[src/verilog/gpfc_regs.vh]
// Register offsets, field positions and reset values of the pin function block.
// Assumes a 12-bit APB byte address and one aligned 32-bit word per register.
//
// Summary of operation
// - After any reset every pin is an input and stays one until software changes its setup.
// - Each direction bit is read/write, 1 selects output, 0 selects input, and it resets to 0; the copy in a function select register ignores writes.
// - Reading an output latch bit returns the latch contents, never the pin level.
// - The input level bits are read-only and return the level sensed on each pin.
// - The peripheral mode bit resets to 0 for GPIO, and at 1 the pin carries the chosen function.
// - The pull-up enable bit turns the pull-up on at 1, off at 0, and resets to 0.
// - The pull-up is forced off while the pin is a GPIO output, peripheral output or bus pin.
// - The open-drain bit selects an NMOS open-drain driver at 1 and push-pull at 0.
// - The drive field resets to low drive, 01 and 10 select middle drive, 11 is invalid.
// - Every pin owns a function select register with function, IRQ and analog select fields.
// - Function select registers are write protected from reset until the guard enables them.
// - One function may be assigned to several pins without hindrance, and software avoids it.
// - A pin may feed its IRQ line and its peripheral function at the same time.

`ifndef GPFC_REGS_VH
`define GPFC_REGS_VH

// ----------------------------------------------------------------------------
// Register offsets
// ----------------------------------------------------------------------------
`define GPFC_OFF_PORT_CTRL_ONE 12'h000
`define GPFC_OFF_PORT_CTRL_TWO 12'h004
`define GPFC_OFF_WRITE_GUARD 12'h008
`define GPFC_OFF_PFS_BASE 12'h040
`define GPFC_OFF_PFS_LAST 12'h07c

// ----------------------------------------------------------------------------
// Field positions
// ----------------------------------------------------------------------------
`define GPFC_P1_DIR_LSB 0
`define GPFC_P1_LATCH_LSB 16
`define GPFC_GUARD_EN_BIT 0
`define GPFC_PFS_LATCH_BIT 0
`define GPFC_PFS_LEVEL_BIT 1
`define GPFC_PFS_DIR_BIT 2
`define GPFC_PFS_PULLUP_BIT 4
`define GPFC_PFS_OD_BIT 6
`define GPFC_PFS_DRV_LSB 10
`define GPFC_PFS_DRV_MSB 11
`define GPFC_PFS_IRQ_INPUT_SELECT_BIT 14
`define GPFC_PFS_ANALOG_INPUT_SELECT_BIT 15
`define GPFC_PFS_PMR_BIT 16
`define GPFC_PFS_FSEL_LSB 24
`define GPFC_PFS_FSEL_MSB 28

// ----------------------------------------------------------------------------
// Reset values and encodings
// ----------------------------------------------------------------------------
`define GPFC_RST_PORT_CTRL_ONE 32'h00000000
`define GPFC_RST_GUARD 1'b0
`define GPFC_RST_PULLUP 1'b0
`define GPFC_RST_OD 1'b0
`define GPFC_RST_DRV 2'h0
`define GPFC_RST_IRQ_INPUT_SELECT 1'b0
`define GPFC_RST_ANALOG_INPUT_SELECT 1'b0
`define GPFC_RST_PMR 1'b0
`define GPFC_RST_FSEL 5'h00
`define GPFC_DRV_LOW 2'h0
`define GPFC_DRV_INVALID 2'h3

`endif

[src/verilog/gpfc_pfs_reg.v]
// One pin's function select register: storage for its configuration fields.
// Assumes the caller gates the write strobe with the write guard.
`timescale 1ns/10ps
`include "gpfc_regs.vh"

module gpfc_pfs_reg
(
  input wire CLK_SYS,
  input wire NRST,
  input wire wr_en,
  input wire [31:0] wdata,
  output reg pu_en,
  output reg open_drain,
  output reg [1:0] drive,
  output reg irq_sel,
  output reg analog_sel,
  output reg periph_mode,
  output reg [4:0] func_sel
);

  always @(posedge CLK_SYS or negedge NRST)
  begin
    if (!NRST)
    begin
      pu_en <= `GPFC_RST_PULLUP;
      open_drain <= `GPFC_RST_OD;
      drive <= `GPFC_RST_DRV;
      irq_sel <= `GPFC_RST_IRQ_INPUT_SELECT;
      analog_sel <= `GPFC_RST_ANALOG_INPUT_SELECT;
      periph_mode <= `GPFC_RST_PMR;
      func_sel <= `GPFC_RST_FSEL;
    end
    else if (wr_en)
    begin
      // Duplicate function assignments across pins are stored as written.
      pu_en <= wdata[`GPFC_PFS_PULLUP_BIT];
      open_drain <= wdata[`GPFC_PFS_OD_BIT];
      drive <= wdata[`GPFC_PFS_DRV_MSB:`GPFC_PFS_DRV_LSB];
      irq_sel <= wdata[`GPFC_PFS_IRQ_INPUT_SELECT_BIT];
      analog_sel <= wdata[`GPFC_PFS_ANALOG_INPUT_SELECT_BIT];
      periph_mode <= wdata[`GPFC_PFS_PMR_BIT];
      func_sel <= wdata[`GPFC_PFS_FSEL_MSB:`GPFC_PFS_FSEL_LSB];
    end
  end

endmodule

[src/verilog/gpfc_pad_ctl.v]
// Pad control for one pin: output mux, open-drain, pull-up and drive outputs.
// Assumes pin levels arrive synchronous to the system clock.
`timescale 1ns/10ps
`include "gpfc_regs.vh"

module gpfc_pad_ctl
(
  input wire CLK_SYS,
  input wire NRST,
  input wire latch,
  input wire dir,
  input wire pu_en,
  input wire open_drain,
  input wire [1:0] drive,
  input wire irq_sel,
  input wire analog_sel,
  input wire periph_mode,
  input wire periph_o,
  input wire periph_oe,
  input wire ebus,
  input wire pin_i,
  output reg pin_o,
  output reg pin_oe,
  output reg pin_pu,
  output reg [1:0] pin_drv,
  output reg pin_an,
  output reg pin_odm,
  output reg irq,
  output reg per_i
);

  wire drv_data;
  wire drv_en;

  assign drv_data = periph_mode ? periph_o : latch;
  assign drv_en = periph_mode ? periph_oe : dir;

  always @(posedge CLK_SYS or negedge NRST)
  begin
    if (!NRST)
    begin
      pin_o <= 1'b0;
      pin_oe <= 1'b0;
      pin_pu <= 1'b0;
      pin_drv <= `GPFC_DRV_LOW;
      pin_an <= 1'b0;
      pin_odm <= 1'b0;
      irq <= 1'b0;
      per_i <= 1'b0;
    end
    else
    begin
      // Open drain never drives high; a one releases the pin instead.
      pin_o <= open_drain ? 1'b0 : drv_data;
      pin_oe <= drv_en & ~(open_drain & drv_data);
      pin_pu <= pu_en & ~drv_en & ~ebus;
      // The invalid code falls back to low drive rather than an untested pad mode.
      pin_drv <= (drive == `GPFC_DRV_INVALID) ? `GPFC_DRV_LOW : drive;
      pin_an <= analog_sel;
      pin_odm <= open_drain;
      // IRQ and peripheral input paths are independent of each other.
      irq <= irq_sel & pin_i;
      per_i <= periph_mode & pin_i;
    end
  end

endmodule

[src/verilog/gpfc_top.v]
// Top of the pin function block: APB register slave, port control registers,
// write guard and one function select register and pad controller per pin.
// Assumes an APB master on CLK_SYS and pad cells that resolve PIN_O/PIN_OE.
//
// Local design decisions: the APB interface to the registers and the register addresses.
`timescale 1ns/10ps
`include "gpfc_regs.vh"

module gpfc_top
#(
  parameter NPINS = 16
)
(
  input wire CLK_SYS,
  input wire NRST,
  input wire PSEL,
  input wire PENABLE,
  input wire PWRITE,
  input wire [11:0] PADDR,
  input wire [31:0] PWDATA,
  input wire [3:0] PSTRB,
  output reg [31:0] PRDATA,
  output wire PREADY,
  output wire PSLVERR,
  input wire [NPINS-1:0] PIN_I,
  output wire [NPINS-1:0] PIN_O,
  output wire [NPINS-1:0] PIN_OE,
  output wire [NPINS-1:0] PIN_PULLUP_EN,
  output wire [NPINS-1:0] PIN_OPEN_DRAIN,
  output wire [2*NPINS-1:0] PIN_DRIVE,
  output wire [NPINS-1:0] PIN_ANALOG_EN,
  output wire [5*NPINS-1:0] PERIPH_SEL,
  input wire [NPINS-1:0] PERIPH_O,
  input wire [NPINS-1:0] PERIPH_OE,
  output wire [NPINS-1:0] PERIPH_I,
  input wire [NPINS-1:0] EBUS_PIN,
  output wire [NPINS-1:0] IRQ_PIN
);

  // --------------------------------------------------------------------------
  // APB phase decode
  // --------------------------------------------------------------------------
  wire setup_phase;
  wire access_phase;
  wire wr_access;
  wire hit_one;
  wire hit_two;
  wire hit_guard;
  wire hit_pfs;
  wire [3:0] pfs_index;
  wire pfs_in_range;
  wire mapped;

  assign setup_phase = PSEL & ~PENABLE;
  assign access_phase = PSEL & PENABLE;
  assign wr_access = access_phase & PWRITE;

  assign hit_one = (PADDR == `GPFC_OFF_PORT_CTRL_ONE);
  assign hit_two = (PADDR == `GPFC_OFF_PORT_CTRL_TWO);
  assign hit_guard = (PADDR == `GPFC_OFF_WRITE_GUARD);
  assign pfs_index = PADDR[5:2];
  assign pfs_in_range = ({28'h0000000, pfs_index} < NPINS);
  assign hit_pfs = (PADDR >= `GPFC_OFF_PFS_BASE) && (PADDR <= `GPFC_OFF_PFS_LAST) &&
    (PADDR[1:0] == 2'h0) && pfs_in_range;
  assign mapped = hit_one | hit_two | hit_guard | hit_pfs;

  // Zero wait states: every access completes in its first access cycle.
  assign PREADY = 1'b1;

  // Writes to port_ctrl_two are errors because the register is read-only.
  assign PSLVERR = access_phase & (~mapped | (PWRITE & hit_two));

  // --------------------------------------------------------------------------
  // Port control one: direction and output latch
  // --------------------------------------------------------------------------
  reg [NPINS-1:0] dir;
  reg [NPINS-1:0] latch;
  localparam [31:0] p1_rst = `GPFC_RST_PORT_CTRL_ONE;
  wire [31:0] p1_mask;
  wire [31:0] p1_word;
  wire [31:0] p1_next;

  assign p1_mask = {{8{PSTRB[3]}}, {8{PSTRB[2]}}, {8{PSTRB[1]}}, {8{PSTRB[0]}}};
  assign p1_word = ({16'h0000, {(16-NPINS){1'b0}}, dir} << `GPFC_P1_DIR_LSB) |
    ({{(16-NPINS){1'b0}}, latch, 16'h0000});
  assign p1_next = (p1_word & ~p1_mask) | (PWDATA & p1_mask);

  always @(posedge CLK_SYS or negedge NRST)
  begin
    if (!NRST)
    begin
      dir <= p1_rst[`GPFC_P1_DIR_LSB +: NPINS];
      latch <= p1_rst[`GPFC_P1_LATCH_LSB +: NPINS];
    end
    else if (wr_access && hit_one)
    begin
      // Byte strobes let software load the latch half before the direction half.
      dir <= p1_next[`GPFC_P1_DIR_LSB +: NPINS];
      latch <= p1_next[`GPFC_P1_LATCH_LSB +: NPINS];
    end
  end

  // --------------------------------------------------------------------------
  // Write guard for the function select registers
  // --------------------------------------------------------------------------
  reg guard_en;

  always @(posedge CLK_SYS or negedge NRST)
  begin
    if (!NRST)
    begin
      guard_en <= `GPFC_RST_GUARD;
    end
    else if (wr_access && hit_guard && PSTRB[0])
    begin
      guard_en <= PWDATA[`GPFC_GUARD_EN_BIT];
    end
  end

  // --------------------------------------------------------------------------
  // Per-pin function select registers and pad controllers
  // --------------------------------------------------------------------------
  wire [NPINS-1:0] cfg_pullup;
  wire [NPINS-1:0] cfg_od;
  wire [2*NPINS-1:0] cfg_drive;
  wire [NPINS-1:0] cfg_irq_input_select;
  wire [NPINS-1:0] cfg_analog_input_select;
  wire [NPINS-1:0] cfg_pmr;
  wire [5*NPINS-1:0] cfg_fsel;
  wire [NPINS-1:0] pfs_wr;

  genvar gi;
  generate
    for (gi = 0; gi < NPINS; gi = gi + 1)
    begin : pin
      // Blocked writes complete normally on the bus but leave the register untouched.
      assign pfs_wr[gi] = wr_access & hit_pfs & (pfs_index == gi) & guard_en &
        (&PSTRB);

      gpfc_pfs_reg u_pfs
      (
        .CLK_SYS(CLK_SYS),
        .NRST(NRST),
        .wr_en(pfs_wr[gi]),
        .wdata(PWDATA),
        .pu_en(cfg_pullup[gi]),
        .open_drain(cfg_od[gi]),
        .drive(cfg_drive[2*gi +: 2]),
        .irq_sel(cfg_irq_input_select[gi]),
        .analog_sel(cfg_analog_input_select[gi]),
        .periph_mode(cfg_pmr[gi]),
        .func_sel(cfg_fsel[5*gi +: 5])
      );

      gpfc_pad_ctl u_pad
      (
        .CLK_SYS(CLK_SYS),
        .NRST(NRST),
        .latch(latch[gi]),
        .dir(dir[gi]),
        .pu_en(cfg_pullup[gi]),
        .open_drain(cfg_od[gi]),
        .drive(cfg_drive[2*gi +: 2]),
        .irq_sel(cfg_irq_input_select[gi]),
        .analog_sel(cfg_analog_input_select[gi]),
        .periph_mode(cfg_pmr[gi]),
        .periph_o(PERIPH_O[gi]),
        .periph_oe(PERIPH_OE[gi]),
        .ebus(EBUS_PIN[gi]),
        .pin_i(PIN_I[gi]),
        .pin_o(PIN_O[gi]),
        .pin_oe(PIN_OE[gi]),
        .pin_pu(PIN_PULLUP_EN[gi]),
        .pin_drv(PIN_DRIVE[2*gi +: 2]),
        .pin_an(PIN_ANALOG_EN[gi]),
        .pin_odm(PIN_OPEN_DRAIN[gi]),
        .irq(IRQ_PIN[gi]),
        .per_i(PERIPH_I[gi])
      );
    end
  endgenerate

  // The selector itself comes straight from the register flip-flops.
  assign PERIPH_SEL = cfg_fsel;

  // --------------------------------------------------------------------------
  // Read data, captured in the setup phase and held through the access phase
  // --------------------------------------------------------------------------
  reg [31:0] next_rdata;
  reg [31:0] pfs_word;
  integer k;

  always @*
  begin
    pfs_word = 32'h00000000;
    for (k = 0; k < NPINS; k = k + 1)
    begin
      if (pfs_index == k[3:0])
      begin
        pfs_word[`GPFC_PFS_LATCH_BIT] = latch[k];
        pfs_word[`GPFC_PFS_LEVEL_BIT] = PIN_I[k];
        pfs_word[`GPFC_PFS_DIR_BIT] = dir[k];
        pfs_word[`GPFC_PFS_PULLUP_BIT] = cfg_pullup[k];
        pfs_word[`GPFC_PFS_OD_BIT] = cfg_od[k];
        pfs_word[`GPFC_PFS_DRV_MSB:`GPFC_PFS_DRV_LSB] = cfg_drive[2*k +: 2];
        pfs_word[`GPFC_PFS_IRQ_INPUT_SELECT_BIT] = cfg_irq_input_select[k];
        pfs_word[`GPFC_PFS_ANALOG_INPUT_SELECT_BIT] = cfg_analog_input_select[k];
        pfs_word[`GPFC_PFS_PMR_BIT] = cfg_pmr[k];
        pfs_word[`GPFC_PFS_FSEL_MSB:`GPFC_PFS_FSEL_LSB] = cfg_fsel[5*k +: 5];
      end
    end
  end

  always @*
  begin
    next_rdata = 32'h00000000;
    if (hit_one)
    begin
      next_rdata = p1_word;
    end
    else if (hit_two)
    begin
      next_rdata = {{(32-NPINS){1'b0}}, PIN_I};
    end
    else if (hit_guard)
    begin
      next_rdata = {31'h00000000, guard_en};
    end
    else if (hit_pfs)
    begin
      next_rdata = pfs_word;
    end
  end

  always @(posedge CLK_SYS or negedge NRST)
  begin
    if (!NRST)
    begin
      PRDATA <= 32'h00000000;
    end
    else if (setup_phase && !PWRITE)
    begin
      PRDATA <= next_rdata;
    end
  end

endmodule

[config.mk]
export PLATFORM = sky130hd
export DESIGN_NAME = gpfc_top
export DESIGN_NICKNAME = d
export VERILOG_FILES = /design/src/verilog/gpfc_pfs_reg.v /design/src/verilog/gpfc_pad_ctl.v /design/src/verilog/gpfc_top.v
export VERILOG_INCLUDE_DIRS = /design/src /design/src/verilog
export SDC_FILE = /design/constraint.sdc
export NUM_CORES = 1
export LEC_CHECK = 0
export BUFFER_PORTS_ARGS = -buffer_cell sky130_fd_sc_hd__buf_2
export CORE_MARGIN = 1
export CORE_UTILIZATION = 50
export CTS_CLUSTER_SIZE = 30
export DETAILED_ROUTE_END_ITERATION = 6
export MAX_ROUTING_LAYER = met4
export PLACE_DENSITY = 0.77
export REMOVE_ABC_BUFFERS = 1
export SYNTH_ARGS = -nofsm -noshare
export SYNTH_HDL_FRONTEND = slang
export SYNTH_HIERARCHICAL = 1
export SYNTH_SLANG_ARGS = --single-unit
[constraint.sdc]
create_clock -name CLK_SYS -period 1.9 [get_ports CLK_SYS]
set_input_delay 0.285 -clock CLK_SYS [delete_from_list [all_inputs] [get_ports CLK_SYS]]
set_output_delay 0.285 -clock CLK_SYS [all_outputs]
set_load 0.02 [all_outputs]
== After elaboration in Yosys (flattened, before gate mapping) ==
Index checks and enable logic that the tools add are counted.

* Muxes and demuxes: 164
* Reductions and logical operators: 11
* $lt $le $gt $ge: 2
* Bitwise operators: 209
* Eq/ne operators: 33

{| class="wikitable"
|+ Operators by type and width
! cell !! count
|-
| $and A1 B1 Y1 || 150
|-
| $mux W3 || 32
|-
| $mux W29 || 3
|-
| $mux W1 || 80
|-
| $mux W5 || 16
|-
| $and A32 B32 Y32 || 2
|-
| $mux W2 || 32
|-
| $not A1 Y1 || 50
|-
| $eq A2 B2 Y1 const B || 16
|-
| $eq A4 B4 Y1 const B || 8
|-
| $mux W32 || 1
|-
| $not A32 Y32 || 1
|-
| $or A16 B32 Y32 || 1
|-
| $or A32 B32 Y32 || 1
|-
| $eq A4 B3 Y1 const B || 4
|-
| $eq A12 B3 Y1 const B || 1
|-
| $eq A12 B4 Y1 const B || 1
|-
| $ge A12 B7 Y1 const B || 1
|-
| $le A12 B7 Y1 const B || 1
|-
| $logic_not A12 Y1 || 1
|-
| $eq A4 B2 Y1 const B || 2
|-
| $logic_and A1 B1 Y1 || 6
|-
| $eq A4 B1 Y1 const B || 1
|-
| $logic_not A4 Y1 || 1
|-
| 4 further kinds || 7
|}

* Word-level logic and storage cells: 663
* Input bits: 117
* Output and inout port bits: 258
* Flip-flop bits (word level): 401

== Depth between registers and ports, before layout ==
* Word-level depth: 21
* Depth in mapped cells: 10
* Gate-level depth less buffers: 6

== Modules after synthesis ==
Netlist, hierarchy kept.

{| class="wikitable"
|+ By module, submodules not included
! module !! times used !! area an instance (um^2) !! cells each !! sequential area each (um^2)
|-
| gpfc_pfs_reg || 16 || 484.2 || 25 || 300.3
|-
| gpfc_top || 1 || 5411.4 || 620 || 1626.6
|-
| gpfc_pad_ctl || 16 || 310.3 || 21 || 225.2
|}

== Least setup slack after synthesis ==
Ideal clock, no wire load.

* Path type: input to register
* Start point: input port PADDR[11]
* End point: register pin[11].u_pfs.analog_sel
* Library setup time: 125 ps
* Arrival time: 2286 ps
* Required time: 1775 ps
* Stages: 8
* Buffers on the path: 2
* Slack: -511 ps
* Cell sequence: nor4_4 > nand3_4 > or3_1 > buf_6 > or2_4 > nor2_1 > buf_6 > mux2_4

* Word-level cells in the longest chain between the ends: 7
* Elaborated cells on any way between the ends: 8
* Those cells by class: 2 x order compare; 4 x bitwise; 2 x reduce/logical

{| class="wikitable"
|+ Ends and longest elaborated chain
! what !! RTL line !! text
|-
| start, declared || gpfc_top.v:19 || <nowiki>input wire [11:0] PADDR,</nowiki>
|-
| $ge A12 B7 Y1 (no line) or $le A12 B7 Y1 (tied branches) || n/a ||
|-
| $logic_and A1 B1 Y1 (*) (2 in series) || gpfc_top.v:63 || <nowiki>assign hit_pfs = (PADDR >= `GPFC_OFF_PFS_BASE) && (PADDR <= `GPFC_OFF_PFS_LAST) &&</nowiki>
|-
| $and A1 B1 Y1 (*) (4 in series) || gpfc_top.v:137 || <nowiki>assign pfs_wr[gi] = wr_access & hit_pfs & (pfs_index == gi) & guard_en &</nowiki>
|-
| via pfs_wr[11] || gpfc_top.v:130 || <nowiki>wire [NPINS-1:0] pfs_wr;</nowiki>
|-
| end signal, assigned || gpfc_pfs_reg.v:29 || <nowiki>analog_sel <= `GPFC_RST_ANALOG_INPUT_SELECT;</nowiki>
|-
| end signal, assigned || gpfc_pfs_reg.v:40 || <nowiki>analog_sel <= wdata[`GPFC_PFS_ANALOG_INPUT_SELECT_BIT];</nowiki>
|-
| end, declared || gpfc_pfs_reg.v:16 || <nowiki>output reg analog_sel,</nowiki>
|}

The timed path passes the listed nets; every way through them passes the cells marked *.
A chain may end at the register's enable or synchronous reset.

== Worst setup path in the final report ==
* Start point: register guard_en
* End point: register pin[8].u_pfs.func_sel[3]

* Word-level cells in the longest chain between the ends: 2

{| class="wikitable"
|+ Ends and longest elaborated chain
! what !! RTL line !! text
|-
| start, declared || gpfc_top.v:106 || <nowiki>reg guard_en;</nowiki>
|-
| start signal, assigned || gpfc_top.v:112 || <nowiki>guard_en <= `GPFC_RST_GUARD;</nowiki>
|-
| start signal, assigned || gpfc_top.v:116 || <nowiki>guard_en <= PWDATA[`GPFC_GUARD_EN_BIT];</nowiki>
|-
| $and A1 B1 Y1 (2 in series) || gpfc_top.v:137 ||
|-
| via pfs_wr[8] || gpfc_top.v:130 ||
|-
| end signal, assigned || gpfc_pfs_reg.v:31 || <nowiki>func_sel <= `GPFC_RST_FSEL;</nowiki>
|-
| end signal, assigned || gpfc_pfs_reg.v:42 || <nowiki>func_sel <= wdata[`GPFC_PFS_FSEL_MSB:`GPFC_PFS_FSEL_LSB];</nowiki>
|-
| end, declared || gpfc_pfs_reg.v:18 || <nowiki>output reg [4:0] func_sel</nowiki>
|}

The timed path passes the listed nets, and every way through them passes these cells.

==> results.md <==
| Stage | Metric | Reported |
|---|---|---|
| setup path | Critical path destination | pin[8].u_pfs/func_sel[3] |
| timing | Setup violation total in the final timing report | 192 |
| synthesis | Count of different cell masters after synthesis | 69 |
| clocking | Clock tree sinks | 401 |
| route | DR DRC count | 50 |
| setup path | Crit path launch type | flip-flop |
| placed design | Routability congestion estimate | 0.961 |
| global route | Antenna violations before repair | 1 |
| timing | Worst slew margin relative to its limit | 62.5% |
| timing | Unrepaired setup endpoints after global routing | true |
| global route | Wire length of the first global-routing pass | 94.7 mm |
| synthesis | Leading register cell type out of synthesis | sky130_fd_sc_hd__dfrtp_1 |
| floorplan | Floorplan die width | 192 µm |
| clocking | Longest Clk Path Bufs | 3 |
| clocking | Clock transition at path regs | 0.06 ns |
| pwr | Cell area power density | 761 mW/mm² |
| setup path | Largest delay share family, worst path | simple AND/OR/NAND/NOR gates |
| floorplan | Top-level port count | 375 |
| placed design | Instance area at placement | 0.0220 mm² |
| timing | Fin crit period | 2.08 ns |
| synthesis | Seq/Total Area, Yosys | 55.4% |
| clocking | Insertion delay to the later sink of the worst-skew pair | 0.58 ns |
| floorplan | Number of placement rows | 69 |
| min path | Worst min-delay path category | input port to flip-flop |
| setup path | Worst endpoint required time | 2.35 ns |
| setup path | Worst path max stage delay | 0.44 ns |
| setup path | Endpoint type of the worst setup path | flip-flop |
| setup path | Sum of buffers and inverters on the critical path | 1 |
| outcome | Result of the run | finished with violations |
| timing | Fin Clk Skew | 0.0211 ns |
| layout | Final instance area | 0.0246 mm² |
| run | Max-cap violation count | 0 |
| synthesis | Share of synthesized flip-flops with an asynchronous set or reset | 100% |
| layout | Nets | 2118 |
| synthesis | Syn avg cell area | 13.4 µm² |
| synthesis | Syn Std Cell Area | 0.0181 mm² |
| setup path | Number of cells on the critical path | 6 |
| pwr | Static Leak | 12.6 nW |
| placed design | Port buffer count | 373 |
| layout | Most frequent cells in the layout | sky130_fd_sc_hd__dfrtp_1 (401), sky130_fd_sc_hd__buf_2 (367), sky130_fd_sc_hd__buf_4 (180) |
| layout | Proportion of layout cells with a drive suffix above 1 | 49.4% |
| clocking | Clock tree from TritonCTS | done |
| global route | Via count of the first global-routing pass | 15118 |
| route | Detail-routed via count per cell | 5.89 |
| synthesis | EDFF count, synth | 0 |
| floorplan | Die height | 192 µm |
| setup path | Worst Path Class, Setup | flip-flop to flip-flop |
| synthesis | Post-synthesis sequential element count | 401 |
| layout | Number of filler instances in the final layout | 2560 |
| floorplan | Die Footprint | 0.0370 mm² |
| outcome | Violated checks | design-rule violations, negative setup slack |
| route | Per-cell routed wire length | 25.8 µm |
| setup path | FF-to-FF setup slack | -0.18 ns |
| synthesis | Warnings, synthesis | 6 |
| timing | Worst-margin pin slew | 0.563 ns |
| setup path | Worst EP arrival | 2.53 ns |
| clocking | CTS buffer count | 42 |
| route | Number of vias in the routed layout | 14696 |
| floorplan | Placeable Area | 0.0357 mm² |
| global route | GR Overflow Total | 0 |
| timing | Final hold vios | 0 |
| global route | Total global-route track usage | 35.9% |
| timing | Max Clock Freq | 480 MHz |
| clocking | Deepest level of the CTS H-tree | 2 |
| synthesis | Post-synthesis cell count | 1356 |
| floorplan | Effective utilization at floorplan | 50.8% |
| route | Initial DRC Count | 1391 |
| setup path | Startpoint of the worst setup timing path | guard_en |
| setup path | Critical path peak fanout | 7 |
| route | Routed WL | 64.4 mm |
| timing | Post-route setup slack | -0.185 ns |
| timing | Part of the cycle the worst path needs | 110% |
| route | ANT nets after route | 0 |
| setup path | Library cell contributing the largest single delay on the critical path | sky130_fd_sc_hd__or3_4 |
| placed design | Minimum setup slack after placement | -0.727 ns |
| setup path | Number of cells on the worst reg-to-reg path | 6 |
| placed design | Half-perimeter wire length after placement | 46.2 mm |
| pwr | Worst vdd rail ir drop | 0.615 mV |
| timing | Number of pins with negative max-slew slack in the final report | 0 |
| setup path | Crit Reg-Reg Startpoint | guard_en |
| clocking | Clock Tree Root | sky130_fd_sc_hd__clkbuf_16 |
| route | Number of iterations in the first detailed-routing pass | 7 |
| layout | Leading cell type in the layout, fill and taps excluded | sky130_fd_sc_hd__dfrtp_1 |
| placed design | Cell count after placement | 2335 |
| layout | Final std cells w/o fill | 2495 |
| setup path | FF-to-FF End | pin[8].u_pfs/func_sel[3] |
| layout | P&R area growth vs syn | 35.9% |
| global route | Maximum number of pins on one net before global-route repair | 80 |
| setup path | Chain of cells forming the critical path | nand4_1 -> or3_4 -> or2_4 -> nor2_4 -> buf_8 -> mux2_4 |
## state kept, by name, summed over array words and instances (netlist names), named ones only
register / count
pin.u_pfs/drive: 32
pin.u_pfs/pu_en: 16
pin.u_pfs/open_drain: 16
pin.u_pad/pin_an: 16
pin.u_pad/pin_oe: 16
pin.u_pfs/periph_mode: 16
pin.u_pad/pin_o: 16
pin.u_pfs/analog_sel: 16
guard_en: 1
pin.u_pad/pin_drv: 32
pin.u_pfs/irq_sel: 16
pin.u_pad/irq: 16
pin.u_pad/per_i: 16
pin.u_pad/pin_odm: 16
pin.u_pad/pin_pu: 16
PRDATA: 32
pin.u_pfs/func_sel: 80
## logic make-up (layout without fill, tap and decap cells)
logic type,Yosys count,in the layout,share of synthesized area [%]
flip-flops,401,401,55.4
other,1,2,0.0207
AND/OR/NAND/NOR,330,330,9.55
multiplexers,299,299,22.4
AO/OA/AOI/OAI,234,234,9.69
buffers and inverters,91,768,2.93
## synth_stat cells (17+ instances only)
master                     instances  area, µm²
sky130_fd_sc_hd__clkbuf_1         21       78.8
sky130_fd_sc_hd__buf_2            22        110
sky130_fd_sc_hd__a32o_1           20        200
sky130_fd_sc_hd__nor2_1           63        236
sky130_fd_sc_hd__nor2b_1          43        269
sky130_fd_sc_hd__buf_6            17        191
sky130_fd_sc_hd__a21oi_1          34        170
sky130_fd_sc_hd__nand2_1          94        353
sky130_fd_sc_hd__mux2i_1          46        460
sky130_fd_sc_hd__o21ai_0          57        285
sky130_fd_sc_hd__nor3_1           23        115
sky130_fd_sc_hd__and2_1           19        119
sky130_fd_sc_hd__inv_1            21       78.8
sky130_fd_sc_hd__mux2_4          160       2400
sky130_fd_sc_hd__mux2_2           79        890
sky130_fd_sc_hd__dfrtp_1         401      10000
## metal layers
layer	share of wire (%)	up-vias	global-route usage [%]
met4	3.3	0	11.5
li1	-	6237	-
met3	7.4	137	6.44
met5	0	-	-
met2	47	759	55.6
met1	42	7563	48.0
## timing repair
action | CTS | global route
gates resized for setup | 65 | 27
pin swaps | 4 | 10
setup endpoints to repair | 193 | 195
gates cloned | 1 | 0
buffers inserted | 4 | 3
hold buffers | 75 | 0
endpoints found under the hold margin | 110 | 0
## worst min-delay path by stage
stage | cells past startpoint | endpoint | startpoint | slack (ns)
2_1_floorplan | 0 | PRDATA[0] | NRST | -0.01
3_3_place_gp | 1 | pin[12].u_pad/pin_an | NRST | 0.23
3_5_place_dp | 1 | pin[12].u_pad/pin_an | NRST | 0.24
4_1_cts | 2 | pin[15].u_pad/pin_oe | PERIPH_OE[15] | 0.00003
5_1_grt | 2 | pin[7].u_pad/irq | PIN_I[7] | 0.005
6_report | 2 | pin[13].u_pad/pin_oe | PERIPH_OE[13] | 0.02
## power breakdown
group          internal [mW]  leakage [nW]  switching, mW
clock                   5.20         0.701           3.55
combinational          0.539          6.32          0.874
sequential              8.57          5.59         0.0173
total                   14.3          12.6           4.44
## cell type report
class                      instances  area, µm²  share of cell area (%)
sequential                       401      10000                    40.7
multi-input combinational        864       7820                    31.8
timing repair buffer             670       4660                    18.9
clock buffer                      58       1180                    4.80
tap                              461        577                    2.34
clock inverter                    18        267                    1.08
inverter                          22       82.6                   0.335
antenna                            1       2.50                  0.0102
## per-stage QoR
stage / utilization [%] / power (mW) / hold WS [ns] / setup TNS [ns]
after floorplan: - / 9.04 / -0.0106 / -203.89
after global placement: 61.6 / 10.0 / 0.235 / -112.23
after detailed placement: 61.6 / 10.0 / 0.238 / -117.27
after CTS: 68.7 / 18.8 / 0.0000329 / -15.19
after global routing: 69.1 / 19.3 / 0.00467 / -20.10
final: 69.1 / 18.8 / 0.0162 / -18.53
(Power assumes the default switching activity.)
